==> config.mk <==
export PLATFORM = sky130hd
export DESIGN_NAME = tmw_timer
export DESIGN_NICKNAME = d
export VERILOG_FILES = /design/src/rtl/tmw_pkg.sv /design/src/rtl/tmw_timer.sv
export SDC_FILE = /design/constraint.sdc
export NUM_CORES = 1
export LEC_CHECK = 0
export CAP_MARGIN = 40
export CORE_ASPECT_RATIO = 0.75
export CORE_MARGIN = 4
export CORE_UTILIZATION = 40
export DETAILED_ROUTE_END_ITERATION = 7
export DONT_BUFFER_PORTS = 1
export PLACE_DENSITY_LB_ADDON = 0.25
export SKIP_CTS_REPAIR_TIMING = 1
export SLEW_MARGIN = 20
export SYNTH_ARGS = -nofsm -noshare
export SYNTH_HDL_FRONTEND = slang
export SYNTH_SLANG_ARGS = --single-unit
==> constraint.sdc <==
create_clock -name clk -period 3 [get_ports clk]
set_clock_uncertainty 0.15 [all_clocks]
set_input_delay 0.15 -clock clk [delete_from_list [all_inputs] [get_ports clk]]
set_output_delay 0.15 -clock clk [all_outputs]
set_load 0.1 [all_outputs]
==> src/rtl/tmw_pkg.sv <==
// Package with register map, field layout and constants of the 8-bit waveform timer.
package tmw_pkg;
    // ==================================================================
    // Register map (byte addresses on APB)
    localparam logic [7:0] ADDR_CONTROL = 8'h00;
    localparam logic [7:0] ADDR_COUNTER = 8'h04;
    localparam logic [7:0] ADDR_COMPARE = 8'h08;
    localparam logic [7:0] ADDR_FLAGS = 8'h0C;
    localparam logic [7:0] ADDR_PIN = 8'h10;
    // ==================================================================
    // Control register fields
    localparam int CTRL_CLKSEL_LSB = 0;
    localparam int CTRL_ACTION_LSB = 4;
    localparam int CTRL_MODE_LSB = 6;
    localparam int CTRL_FORCE_BIT = 8;
    localparam int CTRL_DIR_BIT = 9;
    localparam int FLAG_OVF_BIT = 0;
    localparam int FLAG_CMP_BIT = 1;
    localparam logic [9:0] CTRL_RESET = 10'h000;
    localparam logic [7:0] COUNT_RESET = 8'h00;
    localparam logic [7:0] COMPARE_RESET = 8'h00;
    localparam logic [7:0] COUNT_MAX = 8'hFF;
    localparam logic [7:0] COUNT_BOTTOM = 8'h00;
    // ==================================================================
    // Waveform modes and output actions
    localparam logic [1:0] MODE_NORMAL = 2'h0;
    localparam logic [1:0] MODE_PHASE = 2'h1;
    localparam logic [1:0] MODE_CLEAR_ON_MATCH = 2'h2;
    localparam logic [1:0] MODE_FAST = 2'h3;
    localparam logic [1:0] ACT_OFF = 2'h0;
    localparam logic [1:0] ACT_TOGGLE = 2'h1;
    localparam logic [1:0] ACT_CLEAR = 2'h2;
    localparam logic [1:0] ACT_SET = 2'h3;
    // Prescale dividers 1, 8, 64, 256, 1024.
    localparam int DIV_8 = 8;
    localparam int DIV_64 = 64;
    localparam int DIV_256 = 256;
    localparam int DIV_1024 = 1024;
    localparam int PRESCALE_WIDTH = 10;
    localparam logic [31:0] APB_ZERO = 32'h0000_0000;
endpackage : tmw_pkg

==> src/rtl/tmw_timer.sv <==
// Eight-bit timer with clear-on-match, fast PWM and phase correct PWM waveform generation.
//
// Notes on behaviour
// - Clear-on-match mode flags compare match at top.
// - Compare below count: run to 0xFF, wrap.
// - Toggle action inverts output on each match, in every mode but phase correct.
// - Pin shows output only when direction output.
// - Toggle frequency clk/(2*N*(1+compare)).
// - Prescale factor 1, 8, 64, 256, 1024.
// - Overflow flag set on MAX to zero.
// - Mode 3 counts single slope bottom to max.
// - Fast PWM: reach max, zero next tick.
// - Fast PWM sets overflow flag at max.
// - Fast PWM actions two/three clear/set at match.
// - Fast PWM period is 256 ticks.
// - Fast PWM extremes: spike, or constant level.
// - Fast PWM toggle: square wave, buffered compare.
// - Mode 1 counts dual slope up, down.
// - Phase correct: eight bits, max one tick.
// - Phase correct sets overflow flag at bottom.
// - Phase correct actions by counting direction.
// - Phase correct period is 510 ticks.
// - Phase correct extremes hold output constant.
// - Phase correct output fixed up at max.
// - Advance only on timer tick enable.
`timescale 1ns/10ps
`default_nettype none
module tmw_timer
    import tmw_pkg::*;
(
    input wire logic clk,
    input wire logic rst_n,
    input wire logic psel,
    input wire logic penable,
    input wire logic pwrite,
    input wire logic [7:0] paddr,
    input wire logic [31:0] pwdata,
    input wire logic [3:0] pstrb,
    output logic [31:0] prdata,
    output logic pready,
    output logic pslverr,
    output logic waveform_output,
    output logic waveform_pin_out,
    output logic waveform_pin_oe
);
    // ==================================================================
    // Register file
    logic [2:0] clock_select_raw;
    logic [1:0] output_action_select;
    logic [1:0] waveform_mode_select;
    logic pin_direction_out;
    logic [7:0] counter_value;
    logic [7:0] compare_buffer;
    logic [7:0] compare_value_register;
    logic overflow_flag;
    logic compare_match_flag;
    logic count_down;
    logic wave;
    logic [PRESCALE_WIDTH-1:0] prescale_count;
    logic timer_tick_enable;
    logic match_blocked;

    logic access;
    logic wr_ctrl;
    logic wr_count;
    logic wr_cmp;
    logic wr_flags;
    logic force_strobe;
    logic addr_ok;

    assign access = psel && penable && pready;
    assign addr_ok = (paddr == ADDR_CONTROL) || (paddr == ADDR_COUNTER) ||
                     (paddr == ADDR_COMPARE) || (paddr == ADDR_FLAGS) || (paddr == ADDR_PIN);
    assign wr_ctrl = access && pwrite && (paddr == ADDR_CONTROL) && pstrb[0];
    assign wr_count = access && pwrite && (paddr == ADDR_COUNTER) && pstrb[0];
    assign wr_cmp = access && pwrite && (paddr == ADDR_COMPARE) && pstrb[0];
    assign wr_flags = access && pwrite && (paddr == ADDR_FLAGS) && pstrb[0];
    // The forced action uses the action field held before this write lands.
    assign force_strobe = access && pwrite && (paddr == ADDR_CONTROL) && pstrb[1] &&
                          pwdata[CTRL_FORCE_BIT] && !waveform_mode_select[0];

    // Slave answers in the access cycle: one wait-free APB transfer.
    always_ff @(posedge clk or negedge rst_n) begin
        if (!rst_n) begin
            pready <= 1'b0;
        end else begin
            pready <= psel && !penable;
        end
    end

    always_ff @(posedge clk or negedge rst_n) begin
        if (!rst_n) begin
            pslverr <= 1'b0;
        end else begin
            pslverr <= psel && !penable && !addr_ok;
        end
    end

    // Read data is registered in the setup cycle so it stands in the access cycle.
    always_ff @(posedge clk or negedge rst_n) begin
        if (!rst_n) begin
            prdata <= APB_ZERO;
        end else if (psel && !penable && !pwrite) begin
            case (paddr)
                // Clock select reads back exactly as written, stop codes included.
                ADDR_CONTROL: prdata <= {22'h0, pin_direction_out, 1'b0, waveform_mode_select,
                                         output_action_select, 1'b0, clock_select_raw};
                ADDR_COUNTER: prdata <= {24'h0, counter_value};
                ADDR_COMPARE: prdata <= {24'h0, compare_buffer};
                ADDR_FLAGS: prdata <= {30'h0, compare_match_flag, overflow_flag};
                ADDR_PIN: prdata <= {31'h0, wave};
                default: prdata <= APB_ZERO;
            endcase
        end
    end

    // Clock select keeps the divider code; two upper codes (external) read back but stop.
    always_ff @(posedge clk or negedge rst_n) begin
        if (!rst_n) begin
            clock_select_raw <= CTRL_RESET[2:0];
            output_action_select <= CTRL_RESET[5:4];
            waveform_mode_select <= CTRL_RESET[7:6];
        end else if (wr_ctrl) begin
            clock_select_raw <= pwdata[CTRL_CLKSEL_LSB +: 3];
            output_action_select <= pwdata[CTRL_ACTION_LSB +: 2];
            waveform_mode_select <= pwdata[CTRL_MODE_LSB +: 2];
        end
    end

    always_ff @(posedge clk or negedge rst_n) begin
        if (!rst_n) begin
            pin_direction_out <= CTRL_RESET[CTRL_DIR_BIT];
        end else if (access && pwrite && (paddr == ADDR_CONTROL) && pstrb[1]) begin
            pin_direction_out <= pwdata[CTRL_DIR_BIT];
        end
    end

    // ==================================================================
    // Prescaler: tick every 1, 8, 64, 256 or 1024 clocks.
    logic tick_due;
    always_comb begin
        case (clock_select_raw)
            3'h1: tick_due = 1'b1;
            3'h2: tick_due = prescale_count[2:0] == 3'(DIV_8 - 1);
            3'h3: tick_due = prescale_count[5:0] == 6'(DIV_64 - 1);
            3'h4: tick_due = prescale_count[7:0] == 8'(DIV_256 - 1);
            3'h5: tick_due = prescale_count == PRESCALE_WIDTH'(DIV_1024 - 1);
            default: tick_due = 1'b0;
        endcase
    end

    always_ff @(posedge clk or negedge rst_n) begin
        if (!rst_n) begin
            prescale_count <= '0;
        end else if (clock_select_raw == 3'h0 || clock_select_raw[2:1] == 2'b11) begin
            prescale_count <= '0;
        end else begin
            prescale_count <= prescale_count + 1'b1;
        end
    end
    assign timer_tick_enable = tick_due;

    // ==================================================================
    // Counter and compare
    logic is_pwm;
    logic at_max;
    logic at_bottom;
    logic match;
    logic [7:0] next_count;
    logic next_down;
    assign is_pwm = waveform_mode_select[0];
    assign at_max = counter_value == COUNT_MAX;
    assign at_bottom = counter_value == COUNT_BOTTOM;
    assign match = counter_value == compare_value_register && !match_blocked;

    always_comb begin
        next_down = count_down;
        case (waveform_mode_select)
            MODE_PHASE: begin
                if (at_max) begin
                    next_down = 1'b1;
                end else if (at_bottom) begin
                    next_down = 1'b0;
                end
                next_count = next_down ? counter_value - 1'b1 : counter_value + 1'b1;
            end
            MODE_CLEAR_ON_MATCH: begin
                // A compare below the count is missed; the count wraps through 0xFF first.
                next_count = match ? COUNT_BOTTOM : counter_value + 1'b1;
                next_down = 1'b0;
            end
            default: begin
                next_count = counter_value + 1'b1;
                next_down = 1'b0;
            end
        endcase
    end

    always_ff @(posedge clk or negedge rst_n) begin
        if (!rst_n) begin
            counter_value <= COUNT_RESET;
            count_down <= 1'b0;
        end else if (wr_count) begin
            counter_value <= pwdata[7:0];
        end else if (timer_tick_enable) begin
            counter_value <= next_count;
            count_down <= next_down;
        end
    end

    // A counter write blocks the compare match on the following tick.
    always_ff @(posedge clk or negedge rst_n) begin
        if (!rst_n) begin
            match_blocked <= 1'b0;
        end else if (wr_count) begin
            match_blocked <= 1'b1;
        end else if (timer_tick_enable) begin
            match_blocked <= 1'b0;
        end
    end

    always_ff @(posedge clk or negedge rst_n) begin
        if (!rst_n) begin
            compare_buffer <= COMPARE_RESET;
        end else if (wr_cmp) begin
            compare_buffer <= pwdata[7:0];
        end
    end

    // PWM modes load at top (phase correct) or bottom (fast); others at once.
    always_ff @(posedge clk or negedge rst_n) begin
        if (!rst_n) begin
            compare_value_register <= COMPARE_RESET;
        end else if (!is_pwm) begin
            compare_value_register <= compare_buffer;
        end else if (timer_tick_enable && at_max) begin
            compare_value_register <= compare_buffer;
        end
    end

    // ==================================================================
    // Flags: set wins over a software clear (write one to clear).
    logic ovf_event;
    assign ovf_event = timer_tick_enable &&
                       ((waveform_mode_select == MODE_PHASE) ? (at_bottom && count_down) : at_max);

    always_ff @(posedge clk or negedge rst_n) begin
        if (!rst_n) begin
            overflow_flag <= 1'b0;
        end else if (ovf_event) begin
            overflow_flag <= 1'b1;
        end else if (wr_flags && pwdata[FLAG_OVF_BIT]) begin
            overflow_flag <= 1'b0;
        end
    end

    always_ff @(posedge clk or negedge rst_n) begin
        if (!rst_n) begin
            compare_match_flag <= 1'b0;
        end else if (timer_tick_enable && match) begin
            compare_match_flag <= 1'b1;
        end else if (wr_flags && pwdata[FLAG_CMP_BIT]) begin
            compare_match_flag <= 1'b0;
        end
    end

    // ==================================================================
    // Waveform generator
    logic next_wave;
    logic up_level;
    assign up_level = output_action_select == ACT_SET;
    always_comb begin
        next_wave = wave;
        if (force_strobe) begin
            case (output_action_select)
                ACT_TOGGLE: next_wave = !wave;
                ACT_CLEAR: next_wave = 1'b0;
                ACT_SET: next_wave = 1'b1;
                default: next_wave = wave;
            endcase
        end else if (timer_tick_enable) begin
            case (waveform_mode_select)
                MODE_FAST: begin
                    if (output_action_select == ACT_TOGGLE) begin
                        if (match) next_wave = !wave;
                    end else if (output_action_select[1]) begin
                        if (at_max) begin
                            next_wave = !up_level;
                        end else if (match) begin
                            next_wave = up_level;
                        end
                    end
                end
                MODE_PHASE: begin
                    if (output_action_select[1]) begin
                        if (at_max) begin
                            // At top, level matches an up-count match, or a down-count match when compare is MAX.
                            next_wave = (compare_value_register == COUNT_MAX) ? !up_level
                                        : up_level;
                        end else if (match) begin
                            // Direction after the turn decides: a match at bottom acts as up.
                            next_wave = next_down ? !up_level : up_level;
                        end
                    end
                end
                default: begin
                    if (match) begin
                        case (output_action_select)
                            ACT_TOGGLE: next_wave = !wave;
                            ACT_CLEAR: next_wave = 1'b0;
                            ACT_SET: next_wave = 1'b1;
                            default: next_wave = wave;
                        endcase
                    end
                end
            endcase
        end
    end

    always_ff @(posedge clk or negedge rst_n) begin
        if (!rst_n) begin
            wave <= 1'b0;
        end else begin
            wave <= next_wave;
        end
    end

    always_ff @(posedge clk or negedge rst_n) begin
        if (!rst_n) begin
            waveform_output <= 1'b0;
            waveform_pin_out <= 1'b0;
            waveform_pin_oe <= 1'b0;
        end else begin
            waveform_output <= next_wave;
            waveform_pin_out <= next_wave;
            waveform_pin_oe <= pin_direction_out && (output_action_select != ACT_OFF);
        end
    end

    // ==================================================================
    // Checks
    a_tick_gates_count: assert property (@(posedge clk) disable iff (!rst_n)
        !$past(timer_tick_enable) && !$past(wr_count) |-> $stable(counter_value))
        else $error("counter moved without tick");
    a_fast_wraps_zero: assert property (@(posedge clk) disable iff (!rst_n)
        timer_tick_enable && !wr_count && waveform_mode_select == MODE_FAST && at_max
        |=> counter_value == COUNT_BOTTOM)
        else $error("fast pwm did not wrap");
    a_ovf_flag_max: assert property (@(posedge clk) disable iff (!rst_n)
        timer_tick_enable && waveform_mode_select != MODE_PHASE && at_max
        |=> overflow_flag)
        else $error("overflow flag missing at max");
    a_phase_turns: assert property (@(posedge clk) disable iff (!rst_n)
        timer_tick_enable && !wr_count && waveform_mode_select == MODE_PHASE && at_max
        |=> counter_value == 8'hFE)
        else $error("phase correct did not turn");
    a_cmp_flag_set: assert property (@(posedge clk) disable iff (!rst_n)
        timer_tick_enable && match |=> compare_match_flag)
        else $error("compare flag missing");
    a_ctc_clear: assert property (@(posedge clk) disable iff (!rst_n)
        timer_tick_enable && !wr_count && waveform_mode_select == MODE_CLEAR_ON_MATCH && match
        |=> counter_value == COUNT_BOTTOM)
        else $error("clear on match failed");
    a_pin_direction: assert property (@(posedge clk) disable iff (!rst_n)
        !pin_direction_out |=> !waveform_pin_oe)
        else $error("pin driven while input");
    a_pwm_buffer_hold: assert property (@(posedge clk) disable iff (!rst_n)
        is_pwm && !(timer_tick_enable && at_max) && !$past(!is_pwm)
        |=> $stable(compare_value_register))
        else $error("compare loaded off boundary");
endmodule : tmw_timer
`default_nettype wire

Word-level counts from Yosys, hierarchy flattened
Index checks and enable logic that the tools add are counted.
Widths: inputs -> output; s select.
- add/sub/neg operators: 3
- eq/ne operators: 29
- reduce and logical (&&, ||, !) cells: 48
- bitwise operators: 1
- mux-type cells: 36
- operator list (kind ; count):
    $pmux 10 s5 ; 1
    $mux 8 ; 6
    $logic_and 1x1->1 ; 25
    $eq 8x8->1 const B ; 3
    $mux 1 ; 24
    $eq 8x4->1 const B ; 2
    $logic_not 8->1 ; 2
    $ne 4x4->1 const B ; 4
    $pmux 8 s2 ; 1
    $add 10x1->10 const B ; 1
    $eq 10x10->1 const B ; 1
    $eq 2x2->1 const B ; 5
    $mux 10 ; 1
    $reduce_bool 2->1 ; 5
    $eq 3x3->1 const B ; 3
    $add 8x1->8 const B ; 1
    $eq 8x3->1 const B ; 1
    $eq 8x5->1 const B ; 1
    $eq 8x8->1 ; 1
    $sub 8x1->8 const B ; 1
    $logic_not 1->1 ; 7
    $reduce_and 7->1 ; 1
    $eq 3x2->1 const B ; 2
    $eq 6x6->1 const B ; 1
    other kinds (12) ; 17
- word-level logic and storage cells: 134
- input port bits: 49
- register bits after elaboration: 82
- output and inout bits: 37

Longest topological paths before layout
- word-level depth: 12
- depth in mapped cells: 9
- gate-level depth less buffers: 8

Worst setup path after synthesis
OpenSTA, ideal clock, no wires.
- kind: reg-to-reg
- start: register pready
- end: register compare_buffer[0]
- stages on the path, launching flop included: 7
- setup time: 125 ps
- required time: 2725 ps
- arrival: 2124 ps
- path buffers: 2
- path slack: 601 ps
- clock period less this slack: 2399 ps
- cells stage by stage: dfrtp_1 -> and4_1 -> and2_0 -> clkbuf_1 -> and3_1 -> buf_2 -> mux2_2
- longest elaborated chain between the ends: 4
- RTL lines (element ; RTL line ; RTL):
    start, declared ; tmw_timer.sv:40 ; output logic pready,
    start signal, assigned ; tmw_timer.sv:87 ; pready <= psel && !penable;
    $logic_and 1x1->1 ; tmw_timer.sv:71 ; assign access = psel && penable && pready;
    $logic_and 1x1->1 (3 in series) ; tmw_timer.sv:76 ; assign wr_cmp = access && pwrite && (paddr == ADDR_COMPARE) && pstrb[0];
    end signal, assigned ; tmw_timer.sv:226 ; compare_buffer <= pwdata[7:0];
    end, declared ; tmw_timer.sv:53 ; logic [7:0] compare_buffer;
No other way between the ends.
A chain may end at the register's enable or synchronous reset.

Worst setup path after layout
- start: register counter_value[0]
- end: register counter_value[3]
- longest elaborated chain between the ends: 8
- elaborated cells on any way between the ends: 14
- those cells by class: add/sub: 2; eq/ne: 2; mux: 8; reduce/logical: 2
- RTL lines (element ; RTL line ; RTL):
    start, declared ; tmw_timer.sv:52 ; logic [7:0] counter_value;
    start signal, assigned ; tmw_timer.sv:204 ; counter_value <= pwdata[7:0];
    start signal, assigned ; tmw_timer.sv:206 ; counter_value <= next_count;
    parallel branches: the longest is 5 deep, another holds $add 8x1->8 ; n/a ;
    $pmux 8 s2 (*) ; tmw_timer.sv:178 ; case (waveform_mode_select)
    $mux 8 (*) ; tmw_timer.sv:205 ; end else if (timer_tick_enable) begin
    $mux 8 (*) ; tmw_timer.sv:203 ; end else if (wr_count) begin
Mark *: on every way between the ends. The select of a mux whose other input is x is not followed.

==> results.cfg <==
[critical_path]
cp_data_required_time_ns = 3.06
worst-endpoint-arrival_ns = 2.62
cp.buffers_inverters = 0
critical_path_class = reg -> reg
ff2ff_path_depth = 6
reg2reg_setup_slack_ns = 0.44
cp_top_family = simple AND/OR/NAND/NOR gates
slowest_delay_ns = 0.62
crit_path_start_kind = flip-flop
crit_path_end_kind = flip-flop
worstReg2RegStart = counter_value[0]
crit-reg2reg-capture = counter_value[3]
timing.critical_path.fanout_max = 10
crit_path_top_delay_cell = dfrtp_1
crit_path_cell_trace = xnor2_2 -> nand3_1 -> or4_1 -> a211o_4 -> a221oi_2 -> nor3_2

[worst_hold_path]
hold_start = paddr[3]
min_delay_path_depth = 3
min_delay_worst_endpoint = prdata[7]
worst_min_delay_path_category = in -> reg

[finish]
finish.instance_area_sq_um = 4310
sequential_cell_area_sq_um = 1480
mostFrequentLayoutCell = dfrtp_1
most-common-layout-cells = dfrtp_1, nor2_1, nand2_1, mux2_2, conb_1
finalNetCount = 454
antennaDiodeCount = 0
multi_input_area_sq_um = 1960
area_delta_synth_final_pct = 17.2
fillCellCount = 833
layout-drive-gt1-share = 0.187

[global_route]
grt_pass1_wl_um = 14200
globalRoute.totalOverflow = 0
first_global_vias = 2549
grt_antenna_before_repair = 0
grt_start_max_net_pins = 60
grt_usage = 0.170

[clocking]
cts_made_buffers = 9
insertion_delay_ns = 0.33
tritoncts = done
clkTransAtPathRegs_ns = 0.06
ctsLongestPathBuffers = 2
clock_sink_count = 59
clock_tree.htree_level_count = 3
ctsRootBufferMaster = clkbuf_16

[power]
irDropWorstVdd_mv = 0.295
power.leakage_nw = 1.91
power.total_mw = 2.05
power_density_nw_per_um2 = 476

[status]
violations = hold timing
run_status = finished with violations

[sta]
fin_tns_setup_ns = 0
hold_viol = 1
finalHoldWorstSlack_ns = -0.00408
final_max_slew_viol_count = 0
timing.final.crit_share = 0.854
timing.slew.headroom = 0.401
fin_crit_ns = 2.56
fmax_mhz = 391
rsz0062_at_grt = false
finalSetupViolCount = 0
worst-slew-pin-transition_ns = 0.898

[detailed_routing]
totalWireLength_um = 9170
routed-via-count = 2748
number_of_routed_nets_with_antenna_violations = 0
routed_wire_length_per_instance_um = 17.8
drt_pass1_iterations = 4
detail_route.vias_per_cell = 5.35
iteration_0_drc_markers = 172
drc = 0

[logic_synthesis]
post-synth-top-area-cell = dfrtp_1
synth_edf_count = 0
synthesis.instances = 368
postSynth.asyncResetShare = 1.00
yosys_register_bits = 59
yosys_warnings = 0
synth_flop_cell = dfrtp_1
synth.area.top_cells = dfrtp_1, mux2_2, buf_4
syn_avg_cell_area_sq_um = 10.0
synth.yosys.seq_area_share = 0.401
portion_of_synthesized_cell_area_occupied_by_the_leading_cell_type = 0.401
synth_cell_types = 58
syn-cell-area_sq_um = 3680

[floorplanning]
core_sq_um = 9010
die_area_sq_um = 10800
i_o_pin_total = 86
die_h_um = 91.1
rows = 30
fp.dieW_um = 119
initial_core_util = 0.408

[flow_run]
cap_viol_max_count = 0

[place]
dpl.hpwl_um = 6330
globalplace.congestion = 0.853
place.port_buffers = 0
detailed_place.area_sq_um = 3740
cells in the mapped netlist (2+ instances only):
master / number
nand2b_1: 6
xnor2_1: 15
nor2_1: 31
nor4_1: 3
buf_4: 25
nand3_1: 12
a22oi_1: 2
buf_6: 5
xnor2_2: 2
a21oi_1: 12
and3_1: 4
nor2b_1: 4
mux2_2: 25
clkbuf_1: 9
xor2_1: 9
or4_1: 2
and2_1: 3
nor3_1: 9
mux2i_1: 8
o31ai_1: 8
inv_1: 8
nand4_1: 8
o21ai_0: 15
a221oi_2: 5
dfrtp_1: 59
ha_1: 8
and4_1: 2
or3_1: 3
nand3b_1: 3
nand2_1: 26
buf_2: 3
nor3_2: 7
a21o_1: 2
worst reg2reg max path, stage by stage, from the launching register on:
cell and delay (ns):
dfrtp_1 0.62, xnor2_2 0.17, nand3_1 0.07, or4_1 0.62, a211o_4 0.45, a221oi_2 0.30
nor3_2 0.06
cell type report:
type                       count  area share
tap                          112      0.0325
timing repair buffer          39      0.0984
clock buffer                  12      0.0595
inverter                       8     0.00696
sequential                    59       0.343
multi-input combinational    280       0.454
clock inverter                 4     0.00580
state kept, by name (all words and copies together), names as in the netlist, 2 cells and up:
| signal | flops |
|---|---|
| prescale_count | 10 |
| prdata | 9 |
| compare_buffer | 8 |
| compare_value_register | 8 |
| counter_value | 8 |
| clock_select_raw | 3 |
| output_action_select | 2 |
| waveform_mode_select | 2 |
how the worst max path moves through the flow:
stage | cells after the start | endpoint | from | slack [ns]
final | 6 | counter_value[3] | counter_value[0] | 0.44
after global routing | 6 | counter_value[5] | counter_value[0] | 0.36
after CTS | 6 | counter_value[6] | counter_value[0] | 0.45
after detailed placement | 6 | counter_value[6] | counter_value[0] | 0.46
after global placement | 6 | counter_value[3] | counter_value[0] | 0.50
after floorplan | 6 | compare_buffer[0] | pready | 0.60
power breakdown:
group	internal [mW]	total [mW]	switching [mW]
combinational	0.0611	0.260	0.198
clock	0.600	0.959	0.360
sequential	0.806	0.833	0.0271
total	1.47	2.05	0.585
per-layer routing:
layer | track usage | vias up | share of wire | routed length, um
met1 | 0.236 | 1334 | 0.50 | 4570
met3 | 0.0697 | 6 | 0.062 | 571
met2 | 0.244 | 87 | 0.43 | 3970
met4 | 0.0424 | 0 | 0.0062 | 57
li1 | - | 1321 | - | -
met5 | 0 | - | 0 | 0
cells by family (layout without fill, tap and decap cells):
logic type / Yosys count / in the layout / share of synthesized area
DFF: 59 / 59 / 0.401
buffers and inverters: 51 / 63 / 0.0888
muxes: 34 / 34 / 0.104
xor gates and xnor gates: 27 / 27 / 0.0704
AOI/OAI and AO/OA: 61 / 61 / 0.124
other: 1 / 23 / 0.00102
adders and majority gates: 8 / 8 / 0.0272
and+or+nand+nor: 127 / 127 / 0.183
per-stage QoR:
step | instances | hold WS (ns) | setup slack (ns) | utilization
floorplan | 390 | -0.296 | 0.601 | -
global placement | 465 | -0.294 | 0.497 | 0.405
detailed placement | 471 | -0.294 | 0.458 | 0.416
CTS | 487 | -0.655 | 0.448 | 0.447
global route | 514 | 0.0152 | 0.357 | 0.479
finish | 514 | -0.00408 | 0.439 | 0.479
Note: power is estimated with default switching activity, not from simulation.
